<file path="config.mk">
export PLATFORM = sky130hd
export DESIGN_NAME = scir_top
export DESIGN_NICKNAME = d
export VERILOG_FILES = /design/src/design/scir_top.v /design/src/design/scir_tick.v /design/src/design/scir_tx.v
export VERILOG_INCLUDE_DIRS = /design/src /design/src/design
export SDC_FILE = /design/constraint.sdc
export NUM_CORES = 1
export LEC_CHECK = 0
export BUFFER_PORTS_ARGS = -buffer_cell sky130_fd_sc_hd__buf_2
export CORE_UTILIZATION = 63
export CTS_CLUSTER_SIZE = 12
export DETAILED_ROUTE_END_ITERATION = 8
export PLACE_DENSITY = 0.85
export SYNTH_ARGS = -nofsm -noshare
export SYNTH_HDL_FRONTEND = slang
export SYNTH_SLANG_ARGS = --single-unit
</file>
<file path="constraint.sdc">
create_clock -name clk -period 3.95 [get_ports clk]
set_input_delay 0 -clock clk [delete_from_list [all_inputs] [get_ports clk]]
set_output_delay 0 -clock clk [all_outputs]
set_load 0.02 [all_outputs]
</file>
<file path="src/design/scir_regs.vh">
// Register offsets, field positions, reset values and timing counts
// Assumes 32-bit APB data, one aligned word per register
`ifndef SCIR_REGS_VH
`define SCIR_REGS_VH
`define SCIR_OFS_CTRL1     8'h00
`define SCIR_OFS_CTRL2     8'h04
`define SCIR_OFS_CTRL3     8'h08
`define SCIR_OFS_STAT1     8'h0c
`define SCIR_OFS_STAT2     8'h10
`define SCIR_OFS_DATA      8'h14
`define SCIR_OFS_BAUD      8'h18
`define SCIR_C1_ENABLE     6
`define SCIR_C1_INVERT     5
`define SCIR_C1_NINE       4
`define SCIR_C2_TXE_IE     7
`define SCIR_C2_TC_IE      6
`define SCIR_C2_RXF_IE     5
`define SCIR_C2_TX_EN      3
`define SCIR_C2_RX_EN      2
`define SCIR_C2_BREAK      0
`define SCIR_C3_RX9        7
`define SCIR_C3_TX9        6
`define SCIR_S1_TXE        7
`define SCIR_S1_TC         6
`define SCIR_S1_RXF        5
`define SCIR_S1_OVR        3
`define SCIR_S1_NOISE      2
`define SCIR_S1_FRAME      1
`define SCIR_S1_PARITY     0
`define SCIR_S2_BREAK      1
`define SCIR_S2_BUSY       0
`define SCIR_RST_CTRL      8'h00
`define SCIR_RST_BAUD      16'h0082
`define SCIR_OVERSAMPLE    5'h10
`define SCIR_RT_LAST       5'h10
`endif

</file>
<file path="src/design/scir_top.v">
// Serial transmitter and receiver core with APB register access
// Behaviour
// - Frames carry 8 or 9 data bits; ninth transmit bit supplies bit 8.
// - Enabling the transmitter first sends an all-ones preamble; frames are start, data, stop.
// - Empty flag sets when buffer moves to shifter; may request transmit interrupt.
// - Transmit pin idles high, or low with invert set, whenever no character is shifting.
// - Clearing module enable releases the transmit pin; the receive pin is input only.
// - Send break repeats all-zero characters; afterwards at least one high bit.
// - Receiver sees break as start, all-zero data and low stop position.
// - Break sets framing, full and break flags; clears buffer and ninth bit.
// - Transmitter disable finishes current character; toggling queues one idle.
// - Invert bit flips every transmitted level including idle and break.
// - Complete flag: shifter and buffer empty, no break or idle; may interrupt.
// - Ninth received bit kept in 9-bit mode; copy of bit 7 otherwise.
// - Finished character moves to read buffer, sets full flag, may interrupt.
// - Receiver samples at sixteen times the baud rate.
// - Sample clock resynchronised after start bit and one-to-zero data edges.
// - Start search: low after three highs starts the sixteen-tick count.
// - Start checked at ticks 3, 5, 7; two highs abort, one high is noise.
// - Data bit is majority of ticks 8, 9, 10; disagreement is noise.
// - High start samples at ticks 8, 9, 10 flag noise but keep start.
// - Stop majority low at ticks 8, 9, 10 is framing error; disagreement noise.
// Assumes an APB master on clk; pins are outside clk's domain on input.
`timescale 1ns/100ps
`include "scir_regs.vh"
module scir_top (
  // Clock and reset
  input  wire        clk,
  input  wire        reset_n,
  // APB slave
  input  wire        psel,
  input  wire        penable,
  input  wire        pwrite,
  input  wire [7:0]  paddr,
  input  wire [31:0] pwdata,
  output reg  [31:0] prdata,
  output reg         pready,
  output reg         pslverr,
  // Interrupt requests
  output reg         tx_irq_q,
  output reg         rx_irq_q,
  // Serial pins
  input  wire        serial_in_pin,
  output reg         serial_out_pin,
  output reg         serial_out_oe
);
  localparam [1:0] R_SRCH  = 2'd0;
  localparam [1:0] R_START = 2'd1;
  localparam [1:0] R_DATA  = 2'd2;
  localparam [1:0] R_STOP  = 2'd3;

  // Control registers
  reg  [7:0]  ctrl1_q;
  reg  [7:0]  ctrl2_q;
  reg         tx_ninth_bit_q;
  reg  [15:0] baud_q;
  // Transmit buffer and flags
  reg  [7:0]  tx_buf_q;
  reg         tx_buffer_empty_flag_q;
  reg         tx_complete_flag_q;
  reg         tx_arm_q;
  // Receive buffer and flags
  reg  [7:0]  rx_buf_q;
  reg         rx_ninth_bit_q;
  reg         rx_full_flag_q;
  reg         overrun_flag_q;
  reg         noise_flag_q;
  reg         framing_error_flag_q;
  reg         break_flag_q;
  reg         rx_arm_q;
  // Receiver datapath
  reg         in_meta_q;
  reg         in_sync_q;
  reg         in_last_q;
  reg  [2:0]  hist_q;
  reg  [1:0]  rstate_q;
  reg  [4:0]  rt_q;
  reg  [2:0]  smp_q;
  reg  [3:0]  bit_q;
  reg  [8:0]  rsh_q;
  reg         prev_bit_q;
  reg         char_noise_q;

  wire        module_enable_bit = ctrl1_q[`SCIR_C1_ENABLE];
  wire        tx_invert_bit     = ctrl1_q[`SCIR_C1_INVERT];
  wire        nine_bit_mode     = ctrl1_q[`SCIR_C1_NINE];
  wire        tx_enable_bit     = ctrl2_q[`SCIR_C2_TX_EN];
  wire        rx_enable_bit     = ctrl2_q[`SCIR_C2_RX_EN];
  wire        send_break_bit    = ctrl2_q[`SCIR_C2_BREAK];
  wire        rx_run            = module_enable_bit && rx_enable_bit;

  wire        oversample_clock;
  wire        tx_load;
  wire        tx_busy;
  wire        tx_line;

  // APB access phase decode
  wire        acc     = psel && penable && pready;
  wire        wr      = acc && pwrite;
  wire        rd      = acc && !pwrite;
  wire        hit_c1  = paddr == `SCIR_OFS_CTRL1;
  wire        hit_c2  = paddr == `SCIR_OFS_CTRL2;
  wire        hit_c3  = paddr == `SCIR_OFS_CTRL3;
  wire        hit_s1  = paddr == `SCIR_OFS_STAT1;
  wire        hit_s2  = paddr == `SCIR_OFS_STAT2;
  wire        hit_dt  = paddr == `SCIR_OFS_DATA;
  wire        hit_bd  = paddr == `SCIR_OFS_BAUD;
  wire        mapped  = hit_c1 | hit_c2 | hit_c3 | hit_s1 | hit_s2 | hit_dt | hit_bd;

  // Receiver events
  wire        rt_tick   = oversample_clock && rx_run;
  wire [1:0]  ones_w    = {1'b0, smp_q[1]} + {1'b0, smp_q[0]} + {1'b0, in_sync_q};
  wire        maj_w     = ones_w >= 2'd2;
  wire        split_w   = ones_w != 2'd0 && ones_w != 2'd3;
  wire        fall_w    = in_last_q && !in_sync_q;
  wire        stop_done = rt_tick && rstate_q == R_STOP && rt_q == 5'd10;
  wire [8:0]  char_w    = nine_bit_mode ? rsh_q : {1'b0, rsh_q[8:1]};
  wire        is_break  = stop_done && !maj_w && char_w == 9'h000;
  wire        fresh     = stop_done && !rx_full_flag_q;

  scir_tick u_tick (
    .clk     (clk),
    .reset_n (reset_n),
    .run     (module_enable_bit),
    .divisor (baud_q),
    .tick_q  (oversample_clock)
  );

  scir_tx u_tx (
    .clk       (clk),
    .reset_n   (reset_n),
    .tick      (oversample_clock),
    .mod_en    (module_enable_bit),
    .tx_en     (tx_enable_bit),
    .nine      (nine_bit_mode),
    .brk       (send_break_bit),
    .buf_valid (!tx_buffer_empty_flag_q),
    .buf_data  ({tx_ninth_bit_q, tx_buf_q}),
    .load_q    (tx_load),
    .busy_q    (tx_busy),
    .line_q    (tx_line)
  );

  // APB slave: one wait state, registered answer
  always @(posedge clk) begin
    if (!reset_n) begin
      pready  <= 1'b0;
      pslverr <= 1'b0;
      prdata  <= 32'h00000000;
    end else begin
      pready  <= psel && penable && !pready;
      pslverr <= psel && penable && !pready && !mapped;
      prdata  <= 32'h00000000;
      if (psel && penable && !pready && !pwrite) begin
        if (hit_c1)
          prdata[7:0] <= ctrl1_q;
        if (hit_c2)
          prdata[7:0] <= ctrl2_q;
        if (hit_c3)
          prdata[7:0] <= {rx_ninth_bit_q, tx_ninth_bit_q, 6'h00};
        if (hit_s1)
          prdata[7:0] <= {tx_buffer_empty_flag_q, tx_complete_flag_q, rx_full_flag_q,
                          1'b0, overrun_flag_q, noise_flag_q, framing_error_flag_q, 1'b0};
        if (hit_s2)
          prdata[7:0] <= {6'h00, break_flag_q, rstate_q != R_SRCH};
        if (hit_dt)
          prdata[7:0] <= rx_buf_q;
        if (hit_bd)
          prdata[15:0] <= baud_q;
      end
    end
  end

  // Control registers
  always @(posedge clk) begin
    if (!reset_n) begin
      ctrl1_q        <= `SCIR_RST_CTRL;
      ctrl2_q        <= `SCIR_RST_CTRL;
      tx_ninth_bit_q <= 1'b0;
      baud_q         <= `SCIR_RST_BAUD;
      tx_buf_q       <= 8'h00;
    end else if (wr) begin
      if (hit_c1)
        ctrl1_q <= pwdata[7:0];
      if (hit_c2)
        ctrl2_q <= pwdata[7:0];
      if (hit_c3)
        tx_ninth_bit_q <= pwdata[`SCIR_C3_TX9];
      if (hit_bd)
        baud_q <= pwdata[15:0];
      if (hit_dt && tx_arm_q)
        tx_buf_q <= pwdata[7:0];
    end
  end

  // Transmit flags; the load wins over a clearing write
  always @(posedge clk) begin
    if (!reset_n) begin
      tx_buffer_empty_flag_q <= 1'b1;
      tx_complete_flag_q     <= 1'b1;
      tx_arm_q               <= 1'b0;
    end else begin
      if (rd && hit_s1 && tx_buffer_empty_flag_q)
        tx_arm_q <= 1'b1;
      else if (wr && hit_dt)
        tx_arm_q <= 1'b0;
      if (tx_load)
        tx_buffer_empty_flag_q <= 1'b1;
      else if (wr && hit_dt && tx_arm_q)
        tx_buffer_empty_flag_q <= 1'b0;
      tx_complete_flag_q <= !tx_busy && tx_buffer_empty_flag_q &&
                            !(wr && hit_dt && tx_arm_q);
    end
  end

  // Interrupt requests and pin drive
  always @(posedge clk) begin
    if (!reset_n) begin
      tx_irq_q       <= 1'b0;
      rx_irq_q       <= 1'b0;
      serial_out_pin <= 1'b1;
      serial_out_oe  <= 1'b0;
    end else begin
      tx_irq_q <= (tx_buffer_empty_flag_q && ctrl2_q[`SCIR_C2_TXE_IE]) ||
                  (tx_complete_flag_q && ctrl2_q[`SCIR_C2_TC_IE]);
      rx_irq_q <= rx_full_flag_q && ctrl2_q[`SCIR_C2_RXF_IE];
      serial_out_pin <= tx_line ^ tx_invert_bit;
      serial_out_oe  <= module_enable_bit;
    end
  end

  // Receive pin synchroniser
  always @(posedge clk) begin
    if (!reset_n) begin
      in_meta_q <= 1'b1;
      in_sync_q <= 1'b1;
    end else begin
      in_meta_q <= serial_in_pin;
      in_sync_q <= in_meta_q;
    end
  end

  // Receive bit recovery
  always @(posedge clk) begin
    if (!reset_n || !rx_run) begin
      rstate_q     <= R_SRCH;
      hist_q       <= 3'h0;
      in_last_q    <= 1'b1;
      rt_q         <= 5'd0;
      smp_q        <= 3'h0;
      bit_q        <= 4'h0;
      rsh_q        <= 9'h000;
      prev_bit_q   <= 1'b1;
      char_noise_q <= 1'b0;
    end else if (rt_tick) begin
      in_last_q <= in_sync_q;
      rt_q      <= rt_q + 5'd1;
      case (rstate_q)
        R_SRCH: begin
          hist_q <= {hist_q[1:0], in_sync_q};
          if (hist_q == 3'h7 && !in_sync_q) begin
            rstate_q     <= R_START;
            rt_q         <= 5'd2;
            char_noise_q <= 1'b0;
          end
        end
        R_START: begin
          if (rt_q == 5'd3 || rt_q == 5'd5)
            smp_q <= {smp_q[1:0], in_sync_q};
          if (rt_q == 5'd8 || rt_q == 5'd9)
            smp_q <= {smp_q[1:0], in_sync_q};
          if (rt_q == 5'd7) begin
            smp_q <= 3'h0;
            if (ones_w >= 2'd2) begin
              rstate_q <= R_SRCH;
              hist_q   <= 3'h0;
            end else if (ones_w != 2'd0)
              char_noise_q <= 1'b1;
          end
          if (rt_q == 5'd10 && ones_w != 2'd0)
            char_noise_q <= 1'b1;
          if (rt_q == `SCIR_RT_LAST) begin
            rstate_q   <= R_DATA;
            rt_q       <= 5'd1;
            bit_q      <= 4'h0;
            prev_bit_q <= 1'b0;
          end
        end
        R_DATA: begin
          if (rt_q == 5'd8 || rt_q == 5'd9)
            smp_q <= {smp_q[1:0], in_sync_q};
          if (rt_q == 5'd10) begin
            rsh_q      <= {maj_w, rsh_q[8:1]};
            prev_bit_q <= maj_w;
            if (split_w)
              char_noise_q <= 1'b1;
          end
          if (fall_w && prev_bit_q && rt_q >= 5'd12) begin
            rt_q  <= 5'd2;
            bit_q <= bit_q + 4'h1;
            if (bit_q == (nine_bit_mode ? 4'h8 : 4'h7))
              rstate_q <= R_STOP;
          end else if (fall_w && prev_bit_q && rt_q <= 5'd4 && bit_q != 4'h0)
            rt_q <= 5'd2;
          else if (rt_q == `SCIR_RT_LAST) begin
            rt_q  <= 5'd1;
            bit_q <= bit_q + 4'h1;
            if (bit_q == (nine_bit_mode ? 4'h8 : 4'h7))
              rstate_q <= R_STOP;
          end
        end
        R_STOP: begin
          if (rt_q == 5'd8 || rt_q == 5'd9)
            smp_q <= {smp_q[1:0], in_sync_q};
          if (rt_q == 5'd10) begin
            rstate_q <= R_SRCH;
            hist_q   <= 3'h0;
          end
        end
        default: rstate_q <= R_SRCH;
      endcase
    end
  end

  // Receive buffer and flags; hardware sets win over the clear sequence
  always @(posedge clk) begin
    if (!reset_n) begin
      rx_buf_q             <= 8'h00;
      rx_ninth_bit_q       <= 1'b0;
      rx_full_flag_q       <= 1'b0;
      overrun_flag_q       <= 1'b0;
      noise_flag_q         <= 1'b0;
      framing_error_flag_q <= 1'b0;
      break_flag_q         <= 1'b0;
      rx_arm_q             <= 1'b0;
    end else begin
      if (rd && hit_s1)
        rx_arm_q <= 1'b1;
      else if (rd && hit_dt)
        rx_arm_q <= 1'b0;
      if (rd && hit_dt && rx_arm_q) begin
        rx_full_flag_q       <= 1'b0;
        overrun_flag_q       <= 1'b0;
        noise_flag_q         <= 1'b0;
        framing_error_flag_q <= 1'b0;
        break_flag_q         <= 1'b0;
      end
      if (stop_done) begin
        rx_full_flag_q <= 1'b1;
        if (!maj_w)
          framing_error_flag_q <= 1'b1;
        if (split_w || char_noise_q)
          noise_flag_q <= 1'b1;
        if (!fresh)
          overrun_flag_q <= 1'b1;
      end
      if (is_break) begin
        break_flag_q   <= 1'b1;
        rx_buf_q       <= 8'h00;
        rx_ninth_bit_q <= 1'b0;
      end else if (fresh) begin
        rx_buf_q       <= char_w[7:0];
        rx_ninth_bit_q <= nine_bit_mode ? char_w[8] : char_w[7];
      end
    end
  end
endmodule // scir_top

</file>
<file path="src/design/scir_tick.v">
// Oversample tick divider: one-cycle enable at sixteen times the baud rate
// Assumes divisor from a register on the same clock
`timescale 1ns/100ps
module scir_tick (
  // Clock and reset
  input  wire        clk,
  input  wire        reset_n,
  // Control
  input  wire        run,
  input  wire [15:0] divisor,
  // Tick out
  output reg         tick_q
);
  reg [15:0] cnt_q;

  always @(posedge clk) begin
    if (!reset_n || !run) begin
      cnt_q  <= 16'h0000;
      tick_q <= 1'b0;
    end else if (cnt_q >= divisor) begin
      cnt_q  <= 16'h0000;
      tick_q <= 1'b1;
    end else begin
      cnt_q  <= cnt_q + 16'h0001;
      tick_q <= 1'b0;
    end
  end
endmodule // scir_tick

</file>
<file path="src/design/scir_tx.v">
// Transmit shifter: preamble, data frames, break and idle characters
// Assumes tick is a one-cycle pulse at sixteen times the baud rate
`timescale 1ns/100ps
`include "scir_regs.vh"
module scir_tx (
  // Clock and reset
  input  wire       clk,
  input  wire       reset_n,
  // Control
  input  wire       tick,
  input  wire       mod_en,
  input  wire       tx_en,
  input  wire       nine,
  input  wire       brk,
  // Buffer side
  input  wire       buf_valid,
  input  wire [8:0] buf_data,
  output reg        load_q,
  output reg        busy_q,
  // Line before inversion
  output reg        line_q
);
  reg [10:0] sr_q;
  reg [3:0]  left_q;
  reg [3:0]  sub_q;
  reg        pre_q;
  reg        was_brk_q;
  wire       edge_w = tick && (!busy_q || sub_q == 4'hf);
  wire       last_w = left_q <= 4'h1;

  always @(posedge clk) begin
    load_q <= 1'b0;
    if (!reset_n || !mod_en) begin
      sr_q      <= 11'h7ff;
      left_q    <= 4'h0;
      sub_q     <= 4'h0;
      busy_q    <= 1'b0;
      pre_q     <= 1'b1;
      was_brk_q <= 1'b0;
      line_q    <= 1'b1;
    end else begin
      if (!tx_en)
        pre_q <= 1'b1;
      if (tick)
        sub_q <= sub_q + 4'h1;
      if (edge_w && busy_q && !last_w) begin
        sr_q   <= {1'b1, sr_q[10:1]};
        left_q <= left_q - 4'h1;
        line_q <= sr_q[1];
      end else if (edge_w) begin
        // First bit of a character also lasts a full sixteen ticks
        sub_q <= 4'h0;
        if (tx_en && brk) begin
          sr_q      <= 11'h000;
          left_q    <= nine ? 4'hb : 4'ha;
          busy_q    <= 1'b1;
          was_brk_q <= 1'b1;
          line_q    <= 1'b0;
        end else if (was_brk_q) begin
          sr_q      <= 11'h7ff;
          left_q    <= 4'h1;
          busy_q    <= 1'b1;
          was_brk_q <= 1'b0;
          line_q    <= 1'b1;
        end else if (tx_en && pre_q) begin
          sr_q   <= 11'h7ff;
          left_q <= nine ? 4'hb : 4'ha;
          busy_q <= 1'b1;
          pre_q  <= 1'b0;
          line_q <= 1'b1;
        end else if (tx_en && buf_valid) begin
          sr_q <= nine ? {1'b1, buf_data, 1'b0}
                       : {2'b11, buf_data[7:0], 1'b0};
          left_q <= nine ? 4'hb : 4'ha;
          busy_q <= 1'b1;
          load_q <= 1'b1;
          line_q <= 1'b0;
        end else begin
          busy_q <= 1'b0;
          line_q <= 1'b1;
        end
      end
    end
  end
endmodule // scir_tx

</file>
==> qor.yml, run 1 <==
r2r_slack_ns: 1.37
synth_cells: 842
cp_max_fo: 17
worst_pin_slew_ns: 1.187
clock.fmax_mhz: 388.1
synth_cell_types: 66
rsz0062_at_grt: "no"
synthArstFlopShare: 0
yosys-top-cells-count: "dfxtp_1 (151), nand2_1 (98), nor2_1 (55), a21oi_1 (47), mux2i_1 (42)"
hold_end: "prdata[8]"
fin_crit_sh: 0.6523
reg2reg_depth: 7
pwr-share-clk: 0.508
antenna_found_initial: 0
vias: 6274
cts_setup_buffers: 0
p_int_mw: 2.622
die_area_sq_um: 12090
holdBufCountCts: 23
area_growth_pct: 13.97
final_util: 0.7362
drv_cap: 0
place_area_sq_um: 7528
coreArea_sq_um: 11370
grt_pass1_vias: 5711
syn_area_sq_um: 7345
power_mw: 3.317
cp.required_ns: 4.26
gp_congestion: 0.8818
grt_pass1_wl_microns: 27140
cts_resized: 0
initial_core_util: 0.6460
htree_levels: 4
dieWidth_microns: 110.0
leakagePower_nw: 3.209
critPathSlowestCell: "nor2b_1"
start_kind: "register"
path_clk_slew_ns: 0.06
finalHoldViolCount: 0
synth_warnings: 0
hold_class: "primary input to register"
switchingPower_mw: 0.6949
place_worst_setup_slack_ns: 1.409
die_h_microns: 110.0
layout_setup_ws_ns: 1.373
yosysMostFrequentCell: "dfxtp_1"
cts_buffers: 17
p_seq_frac: 0.460
row_count: 39
setup_viol: 0
whs_path_depth: 3
powerDensity_nw_per_um2: 396.3
path_cells: "inv_1 -> ha_1 -> and4bb_2 -> and3_1 -> nor2b_1 -> mux2i_1 -> nor2_1"
grt_use_total: 0.2937
slew_headroom: 0.2088
grt_start_max_net_pins: 48
synth_enable_flop_cells: 0
min-delay-start: "pwrite"
finalClockSkew_ns: 0.008093
sw_frac_of_total: 0.2095
cts-root-buf: "clkbuf_16"
worstSetupPathType: "register to register"
drive_gt1_frac: 0.1130
cts_buffer_depth: 2
synth_area_leaders: "dfxtp_1 (41%), mux2i_1 (5.7%), ha_1 (5.5%), nand2_1 (5.0%), a21oi_1 (3.2%)"
clock_sinks: 151
p_comb_frac: 0.032
synth-main-ff-cell: "dfxtp_1"
wl_microns: 17460
cts_tree: "done"
drt_iter0_drc: 636
ioPinCount: 84
worst_ir_drop_vdd_mv: 0.4410
vias_per_cell: 5.998
avgSynthCellArea_sq_um: 8.723
grt.overflow.total: 0
insertion_delay_ns: 0.43
status: "complete, no violations"
layout_min_cycle_time_ns: 2.577
drc: 0
finalInstanceArea_sq_um: 8371
ys_ff_latch: 151
critPathArrivalTime_ns: 2.89
setup_tns_ns: 0
port_buffers: 51
ant_nets: 0
insertedDiodeCount: 0
dp_hpwl_microns: 11800
cpPeakStageDelay_ns: 0.85
end_kind: "register"
slew_violations: 0
reg2reg_to: "rx_ninth_bit_q"
r2r-start: "rt_q[0]"
wire_per_inst_microns: 16.69
synth_seq_area_share: 0.4116
nets: 969
synth_top_area_frac: 0.4116
first_pass_iters: 5
synth_top_area_cell: "dfxtp_1"
-- cells by family (layout without fill, tap and decap cells) --
kind of cell,count (synthesis),in the layout,synth area share
xor+xnor,21,21,0.02504
fa+ha+maj,33,33,0.05724
compound gates,167,167,0.1499
flops,151,151,0.4116
simple gates,320,320,0.2223
mux,47,47,0.06797
buf+inv,102,148,0.06542
other cells,1,16,0.0005106
-- cell type report --
class	count	area [sq um]
multi-input cells	604	3902
flip-flops and latches	151	3023
fillers	771	2999
repair buffers	77	508.0
clock buffers	20	436.7
well taps	143	178.9
clock inverters	12	175.2
inverters	39	146.4
-- placed cells by master (no fill, tap or decap), types with 4 or more instances in the layout --
cell type and count:
a211oi_1 11, a21boi_0 20, a21boi_1 7, a21o_1 5, a21oi_1 47, a221oi_1 4, a22oi_1 6, and3_1 12
buf_2 51, bufinv_16 4, clkbuf_16 17, conb_1 16, dfxtp_1 151, dlygate4sd3_1 23, ha_1 32, inv_1 39
mux2i_1 42, nand2_1 98, nand2b_1 7, nand3_1 31, nand3b_1 4, nand4_1 10, nor2_1 55, nor2b_1 24
nor3_1 37, nor3b_1 4, nor4_1 4, nor4b_1 6, o211ai_1 4, o21ai_0 32, o31ai_1 5, or3_1 6
or4_1 4, xnor2_1 9, xor2_1 12
-- power by group through the flow --
| stage | Clock, mW | Sequential, mW | Combinational (mW) |
|---|---|---|---|
| after floorplan | 0 | 1.56 | 0.0637 |
| after global placement | 0 | 1.56 | 0.0822 |
| after detailed placement | 0 | 1.56 | 0.0843 |
| after CTS | 1.69 | 1.53 | 0.102 |
| after global routing | 1.76 | 1.53 | 0.113 |
| final | 1.69 | 1.53 | 0.105 |
-- flip-flops by register name, summed over array words and instances, names as in the netlist, 2 cells and up, named ones only --
| register | flops |
|---|---|
| bit_q | 4 |
| u_tx.left_q | 4 |
| prdata | 16 |
| rsh_q | 9 |
| u_tx.sr_q | 10 |
| u_tick.cnt_q | 16 |
| ctrl2_q | 8 |
| baud_q | 16 |
| u_tx.sub_q | 4 |
| tx_buf_q | 8 |
| smp_q | 2 |
| rt_q | 5 |
| ctrl1_q | 8 |
| rx_buf_q | 8 |
| hist_q | 3 |
-- worst max path at each step --
| stage | startpoint | to | slack [ns] |
|---|---|---|---|
| floorplan | baud_q[10] | u_tick.cnt_q[10] | 1.95 |
| global placement | u_tx.left_q[0] | u_tx.sr_q[9] | 1.52 |
| detailed placement | u_tx.left_q[0] | u_tx.sr_q[9] | 1.41 |
| CTS | rt_q[0] | rx_ninth_bit_q | 1.40 |
| global route | rt_q[0] | rx_buf_q[6] | 1.16 |
| finish | rt_q[0] | rx_ninth_bit_q | 1.37 |
-- routing by layer --
metal | vias to the layer above | share of wire | GRT usage
li1 | 3024 | - | -
met1 | 2990 | 0.42 | 0.3595
met2 | 214 | 0.49 | 0.4996
met3 | 46 | 0.057 | 0.06584
met4 | 0 | 0.025 | 0.1181
met5 | - | 0 | 0
-- through the flow --
stage / cells / hold slack (ns)
2_1_floorplan: 857 / 0.1015
3_3_place_gp: 991 / 0.1851
3_5_place_dp: 991 / 0.1860
4_1_cts: 1046 / 0.01518
5_1_grt: 1046 / 0.04192
6_report: 1046 / 0.03094
-- critical path, delay by kind of cell (launching register included) --
kind / cells / cell delay [ns]
simple gates: 4 / 1.49
flops: 1 / 0.35
mux: 1 / 0.28
fa+ha+maj: 1 / 0.22
buf+inv: 1 / 0.13
Note: power is estimated with default switching activity, not from simulation.
==> inputs of run 2 (changes only) <==
--- a/config.mk
+++ b/config.mk
@@ -7,10 +7,10 @@
 export NUM_CORES = 1
 export LEC_CHECK = 0
 export BUFFER_PORTS_ARGS = -buffer_cell sky130_fd_sc_hd__buf_2
-export CORE_UTILIZATION = 63
+export CORE_UTILIZATION = 53
 export CTS_CLUSTER_SIZE = 12
 export DETAILED_ROUTE_END_ITERATION = 8
-export PLACE_DENSITY = 0.85
+export PLACE_DENSITY = 0.76
 export SYNTH_ARGS = -nofsm -noshare
 export SYNTH_HDL_FRONTEND = slang
 export SYNTH_SLANG_ARGS = --single-unit
==> constraint.sdc (replaced) <==
create_clock -name clk -period 2.2 [get_ports clk]
set_input_delay 0 -clock clk [delete_from_list [all_inputs] [get_ports clk]]
set_output_delay 0 -clock clk [all_outputs]
set_load 0.02 [all_outputs]
==> run 2 against run 1 <==
- clock skew about the same
- fmax up 25%
- register-to-register slack worse by 1.2 ns
- combinational power up 77%
- non-clock buffer count up 31
- worst hold slack worse by 0.0046 ns
- critical path type unchanged
- sequential share of layout area down 1.3 points
- global-route usage down 4.5 points
- wire length down 1.2%
- die area up 19%
==> qor.yml, run 2 (synthesis results as in run 1) <==
cp_max_fo: 17  # unchanged
clock_sinks: 151  # unchanged
placed_cells: 1057  # was 991
cts_buffers: 17  # unchanged
grt.overflow.total: 0  # unchanged
critPathArrivalTime_ns: 2.39  # was 2.89 ns
port_buffers: 51  # unchanged
dp_hpwl_microns: 11980  # was 11800 microns
vias_per_cell: 5.620  # was 5.998
slew_headroom: 0.5319  # was 0.2088
layout_min_cycle_time_ns: 2.067  # was 2.577 ns
start_kind: "register"  # unchanged
finalHoldViolCount: 0  # unchanged
die_area_sq_um: 14330  # was 12090 sq um
path_buf_inv: 3  # was 1
crit_family: "compound AO/OA/AOI/OAI gates"  # was simple AND/OR/NAND/NOR gates
slew_violations: 0  # unchanged
place_worst_setup_slack_ns: 0.07430  # was 1.409 ns
grt_use_total: 0.2492  # was 0.2937
cts_setup_buffers: 0  # unchanged
reg2reg_depth: 9  # was 7
setup_viol: 0  # unchanged
fin_crit_sh: 0.9393  # was 0.6523
antenna_found_initial: 1  # was 0
area_growth_pct: 18.28  # was 13.97%
status: "complete, no violations"  # unchanged
min-delay-start: "paddr[4]"  # was pwrite
ant_nets: 0  # unchanged
cts-root-buf: "clkbuf_16"  # unchanged
wl_microns: 17250  # was 17460 microns
leakagePower_nw: 3.397  # was 3.209 nW
path_cells: "inv_1 -> ha_1 -> o211ai_1 -> a21oi_1 -> o41ai_2 -> buf_4 -> a311oi_2 -> buf_12 -> o31a_1"  # was inv_1 -> ha_1 -> and4bb_2 -> and3_1 -> nor2b_1 -> mux2i_1 -> nor2_1
whs_path_depth: 3  # unchanged
worst_ir_drop_vdd_mv: 0.6154  # was 0.4410 mV
critPathSlowestCell: "dfxtp_1"  # was nor2b_1
path_clk_slew_ns: 0.06  # about the same
cts_tree: "done"  # unchanged
first_pass_iters: 5  # unchanged
initial_core_util: 0.5481  # was 0.6460
row_count: 42  # was 39
clock.fmax_mhz: 483.9  # was 388.1 MHz
powerDensity_nw_per_um2: 693.0  # was 396.3 nW/um^2
hold_end: "pslverr"  # was prdata[8]
coreArea_sq_um: 13400  # was 11370 sq um
cts_buffer_depth: 2  # unchanged
reg2reg_to: "u_tick.tick_q"  # was rx_ninth_bit_q
instances_no_fill: 1110  # was 1046
cp.required_ns: 2.52  # was 4.26 ns
insertedDiodeCount: 0  # unchanged
htree_levels: 4  # unchanged
gp_congestion: 0.8645  # was 0.8818
r2r-start: "baud_q[1]"  # was rt_q[0]
finalClockSkew_ns: 0.007986  # was 0.008093 ns
rsz0062_at_grt: "no"  # unchanged
grt_pass1_wl_microns: 28250  # was 27140 microns
nets: 1000  # was 969
drc: 0  # unchanged
reg_top3: "baud_q x16, prdata x16, u_tick.cnt_q x16"  # unchanged
drive_gt1_frac: 0.1510  # was 0.1130
drt_iter0_drc: 420  # was 636
ioPinCount: 84  # unchanged
grt_pass1_vias: 5842  # was 5711
drv_cap: 0  # unchanged
setup_tns_ns: 0  # unchanged
final_common_cell: "dfxtp_1"  # unchanged
hold_class: "primary input to register"  # unchanged
dieWidth_microns: 119.7  # was 110.0 microns
worst_pin_slew_ns: 0.7001  # was 1.187 ns
cpPeakStageDelay_ns: 0.32  # was 0.85 ns
end_kind: "register"  # unchanged
r2r_slack_ns: 0.13  # was 1.37 ns
die_h_microns: 119.7  # was 110.0 microns
worstSetupPathType: "register to register"  # unchanged
grt_start_max_net_pins: 55  # was 48
layout_common_cells: "dfxtp_1 (151), nand2_1 (98), nor2_1 (55)"  # unchanged
wire_per_inst_microns: 15.54  # was 16.69 microns
layout_setup_ws_ns: 0.1335  # was 1.373 ns
vias: 6238  # was 6274
insertion_delay_ns: 0.43  # about the same
run 2: cell count changes in the layout (fill, tap and decap cells not counted), sizes merged:
cell | previous run | this run
dlygate4sd3 | 23 | 21
clkbuf | 20 | 17
clkinvlp | 3 | 2
clkinv | 4 | 7
inv | 40 | 41
buf | 54 | 87
run 2: routing by layer:
metal,wire length (microns),track usage,up-vias
met3,873,0.05133,31
met1,7722,0.3147,2929
li1,-,-,3093
met4,334,0.1016,2
met2,8307,0.4137,183
met5,10,0,-
run 2: final cells by class:
type | instances | area, sq um
fillers | 1118 | 4713
inverters | 39 | 146.4
repair buffers | 108 | 748.2
well taps | 176 | 220.2
flip-flops and latches | 151 | 3023
clock buffers | 17 | 425.4
multi-input cells | 604 | 3921
clock inverters | 15 | 202.7
run 2: how the worst max path moves through the flow:
stage,start,end,slack (ns),depth (start not counted)
2_1_floorplan,baud_q[10],u_tick.cnt_q[10],0.20,8
3_3_place_gp,baud_q[10],u_tick.tick_q,0.14,8
3_5_place_dp,baud_q[10],u_tick.tick_q,0.07,8
4_1_cts,baud_q[10],u_tick.tick_q,0.06,8
5_1_grt,rt_q[0],rx_ninth_bit_q,0.002,8
6_report,baud_q[1],u_tick.tick_q,0.13,9
run 2: through the flow:
step	util	power, mW	hold WS (ns)	instance area (sq um)
after floorplan	-	2.916	0.1015	7401
after detailed placement	0.5843	2.955	0.1856	7830
after global placement	0.5843	2.955	0.1842	7830
after CTS	0.6469	6.054	0.002962	8668
final	0.6483	6.020	0.02637	8687
after global routing	0.6483	6.181	0.03264	8687
run 2: where the power goes:
part,switching [mW],internal (mW)
logic,0.110,0.0756
clock network,1.19,1.90
registers,0.00233,2.74
total,1.30,4.72
run 2: tightest hold or removal path: stages:
cell and delay [ns]:
buf_2 0.20, nand3_1 0.13, a21oi_1 0.07
run 2: repair_timing:
item                                   CTS  global route
setup endpoints to repair                0             6
resized for setup                        0             4
hold buffers                            21             0
endpoints found under the hold margin   46             0
==> inputs of run 3 (changes only) <==
--- a/config.mk
+++ b/config.mk
@@ -6,11 +6,11 @@
 export SDC_FILE = /design/constraint.sdc
 export NUM_CORES = 1
 export LEC_CHECK = 0
-export BUFFER_PORTS_ARGS = -buffer_cell sky130_fd_sc_hd__buf_2
-export CORE_UTILIZATION = 53
+export CORE_UTILIZATION = 57
 export CTS_CLUSTER_SIZE = 12
 export DETAILED_ROUTE_END_ITERATION = 8
-export PLACE_DENSITY = 0.76
+export DONT_BUFFER_PORTS = 1
+export PLACE_DENSITY = 0.75
 export SYNTH_ARGS = -nofsm -noshare
 export SYNTH_HDL_FRONTEND = slang
 export SYNTH_SLANG_ARGS = --single-unit
==> run 3 against run 2 <==
- sequential cell count did not move
- sequential share of layout area rose by 0.84 points
- critical path depth fell by 3
- first-iteration DRC count rose by 16%
- sequential power barely moved
- clock power fell by 6%
- largest cell class unchanged
==> qor.yml, run 3 (synthesis results as in run 1) <==
r2r_slack_ns: 0.12  # was 0.13 ns
reg_top3: "baud_q x16, prdata x16, u_tick.cnt_q x16"  # unchanged
cts_tree: "done"  # unchanged
reg2reg_depth: 6  # was 9
path_cells: "dlygate4sd3_1 -> buf_12 -> nand4b_1 -> dlygate4sd3_1 -> a21oi_1 -> dlygate4sd3_1"  # was inv_1 -> ha_1 -> o211ai_1 -> a21oi_1 -> o41ai_2 -> buf_4 -> a311oi_2 -> buf_12 -> o31a_1
placed_cells: 995  # was 1057
worst_ir_drop_vdd_mv: 0.6099  # was 0.6154 mV
layout_setup_ws_ns: 0.1151  # was 0.1335 ns
cpPeakStageDelay_ns: 0.69  # was 0.32 ns
htree_levels: 4  # unchanged
place_worst_setup_slack_ns: 0.02569  # was 0.07430 ns
wl_microns: 18040  # was 17250 microns
cp_max_fo: 57  # was 17
critPathSlowestCell: "dlygate4sd3_1"  # was dfxtp_1
status: "complete, no violations"  # unchanged
path_clk_slew_ns: 0.06  # about the same
grt_pass1_wl_microns: 29210  # was 28250 microns
setup_tns_ns: 0  # unchanged
nets: 957  # was 1000
powerDensity_nw_per_um2: 687.0  # was 693.0 nW/um^2
clock.fmax_mhz: 479.6  # was 483.9 MHz
drt_iter0_drc: 486  # was 420
finalInstanceArea_sq_um: 8482  # was 8687 sq um
clock_sinks: 151  # unchanged
antenna_found_initial: 0  # was 1
drv_cap: 0  # unchanged
reg2reg_to: "tx_ninth_bit_q"  # was u_tick.tick_q
power_mw: 5.827  # was 6.020 mW
cts-root-buf: "clkbuf_16"  # unchanged
whs_ns: 0.02168  # was 0.02637 ns
insertion_delay_ns: 0.43  # about the same
min-delay-start: "paddr[4]"  # unchanged
fin_crit_sh: 0.9477  # was 0.9393
final_util: 0.6749  # was 0.6483
area_growth_pct: 15.49  # was 18.28%
hold_end: "prdata[4]"  # was pslverr
r2r-start: "pready"  # was baud_q[1]
place_area_sq_um: 7505  # was 7830 sq um
final_common_cell: "dfxtp_1"  # unchanged
dp_hpwl_microns: 12130  # was 11980 microns
port_buffers: 0  # was 51
worst_pin_slew_ns: 0.6922  # was 0.7001 ns
layout_common_cells: "dfxtp_1 (151), nand2_1 (98), nor2_1 (55)"  # unchanged
cts_buffers: 17  # unchanged
die_area_sq_um: 13340  # was 14330 sq um
setup_viol: 0  # unchanged
vias: 6239  # was 6238
worstSetupPathType: "primary input to register"  # was register to register
leakagePower_nw: 3.159  # was 3.397 nW
critPathArrivalTime_ns: 2.45  # was 2.39 ns
grt_use_total: 0.2831  # was 0.2492
dieWidth_microns: 115.5  # was 119.7 microns
instances_no_fill: 1063  # was 1110
grt_pass1_vias: 6056  # was 5842
cp.required_ns: 2.57  # was 2.52 ns
end_kind: "register"  # unchanged
start_kind: "primary input"  # was register
grt_start_max_net_pins: 58  # was 55
drive_gt1_frac: 0.09877  # was 0.1510
rsz0062_at_grt: "no"  # unchanged
initial_core_util: 0.5844  # was 0.5481
insertedDiodeCount: 0  # unchanged
wire_per_inst_microns: 16.97  # was 15.54 microns
ant_nets: 0  # unchanged
cts_buffer_depth: 2  # unchanged
coreArea_sq_um: 12570  # was 13400 sq um
hold_class: "primary input to register"  # unchanged
row_count: 41  # was 42
cp_common_cell: "dlygate4sd3_1"
die_h_microns: 115.5  # was 119.7 microns
whs_path_depth: 5  # was 3
slew_violations: 0  # unchanged
first_pass_iters: 5  # unchanged
vias_per_cell: 5.869  # was 5.620
grt.overflow.total: 0  # unchanged
layout_min_cycle_time_ns: 2.085  # was 2.067 ns
finalClockSkew_ns: 0.007629  # was 0.007986 ns
gp_congestion: 0.9528  # was 0.8645
ioPinCount: 84  # unchanged
drc: 0  # unchanged
finalHoldViolCount: 0  # unchanged
slew_headroom: 0.5372  # was 0.5319
run 3: cell count changes in the layout (fill, tap and decap cells not counted), moves of 3 or more:
cell,before,now
buf_4,35,32
clkinvlp_4,2,5
clkbuf_8,0,3
clkinv_4,4,0
dlygate4sd3_1,21,32
buf_2,51,0
run 3: layout make-up:
cell class,count,area [sq um]
fill,966,4086
multi-input combinational,604,3925
sequential,151,3023
timing repair buffer,65,580.6
clock buffer,21,470.5
tap,172,215.2
inverter,39,146.4
clock inverter,11,121.4
run 3: metal layers:
metal / vias up / track usage / share of wire
li1: 3006 / - / -
met2: 207 / 0.4691 / 0.49
met5: - / 0 / 0
met3: 40 / 0.06590 / 0.054
met4: 0 / 0.1368 / 0.025
met1: 2986 / 0.3469 / 0.43
run 3: worst max-delay path: cells and delay by family:
kind	cells	cell delay, ns
buf+inv	4	2.13
compound gates	1	0.16
simple gates	1	0.14
run 3: worst max-delay path by stage:
stage                    start          endpoint  slack [ns]  cells after the start
global route            pready    tx_ninth_bit_q       0.005                      6
global placement    baud_q[10]     u_tick.tick_q        0.08                      8
detailed placement  baud_q[10]     u_tick.tick_q        0.03                      8
floorplan           baud_q[10]  u_tick.cnt_q[10]        0.20                      8
CTS                 baud_q[10]     u_tick.tick_q        0.03                      8
finish                 reset_n           pslverr        0.12                      6
run 3: where the power goes:
| group | switching (mW) | total [mW] | leakage, nW | internal (mW) |
|---|---|---|---|---|
| logic | 0.0953 | 0.164 | 1.66 | 0.0691 |
| clock network | 1.17 | 2.92 | 0.278 | 1.76 |
| registers | 0.00402 | 2.74 | 1.22 | 2.74 |
run 3: timing repair:
action,CTS,global route
setup endpoints to repair,1,18
setup buffers,0,3
hold endpoints to repair,82,0
gates cloned,0,0
hold buffers,33,0
resized for setup,1,6
pin swaps,0,1
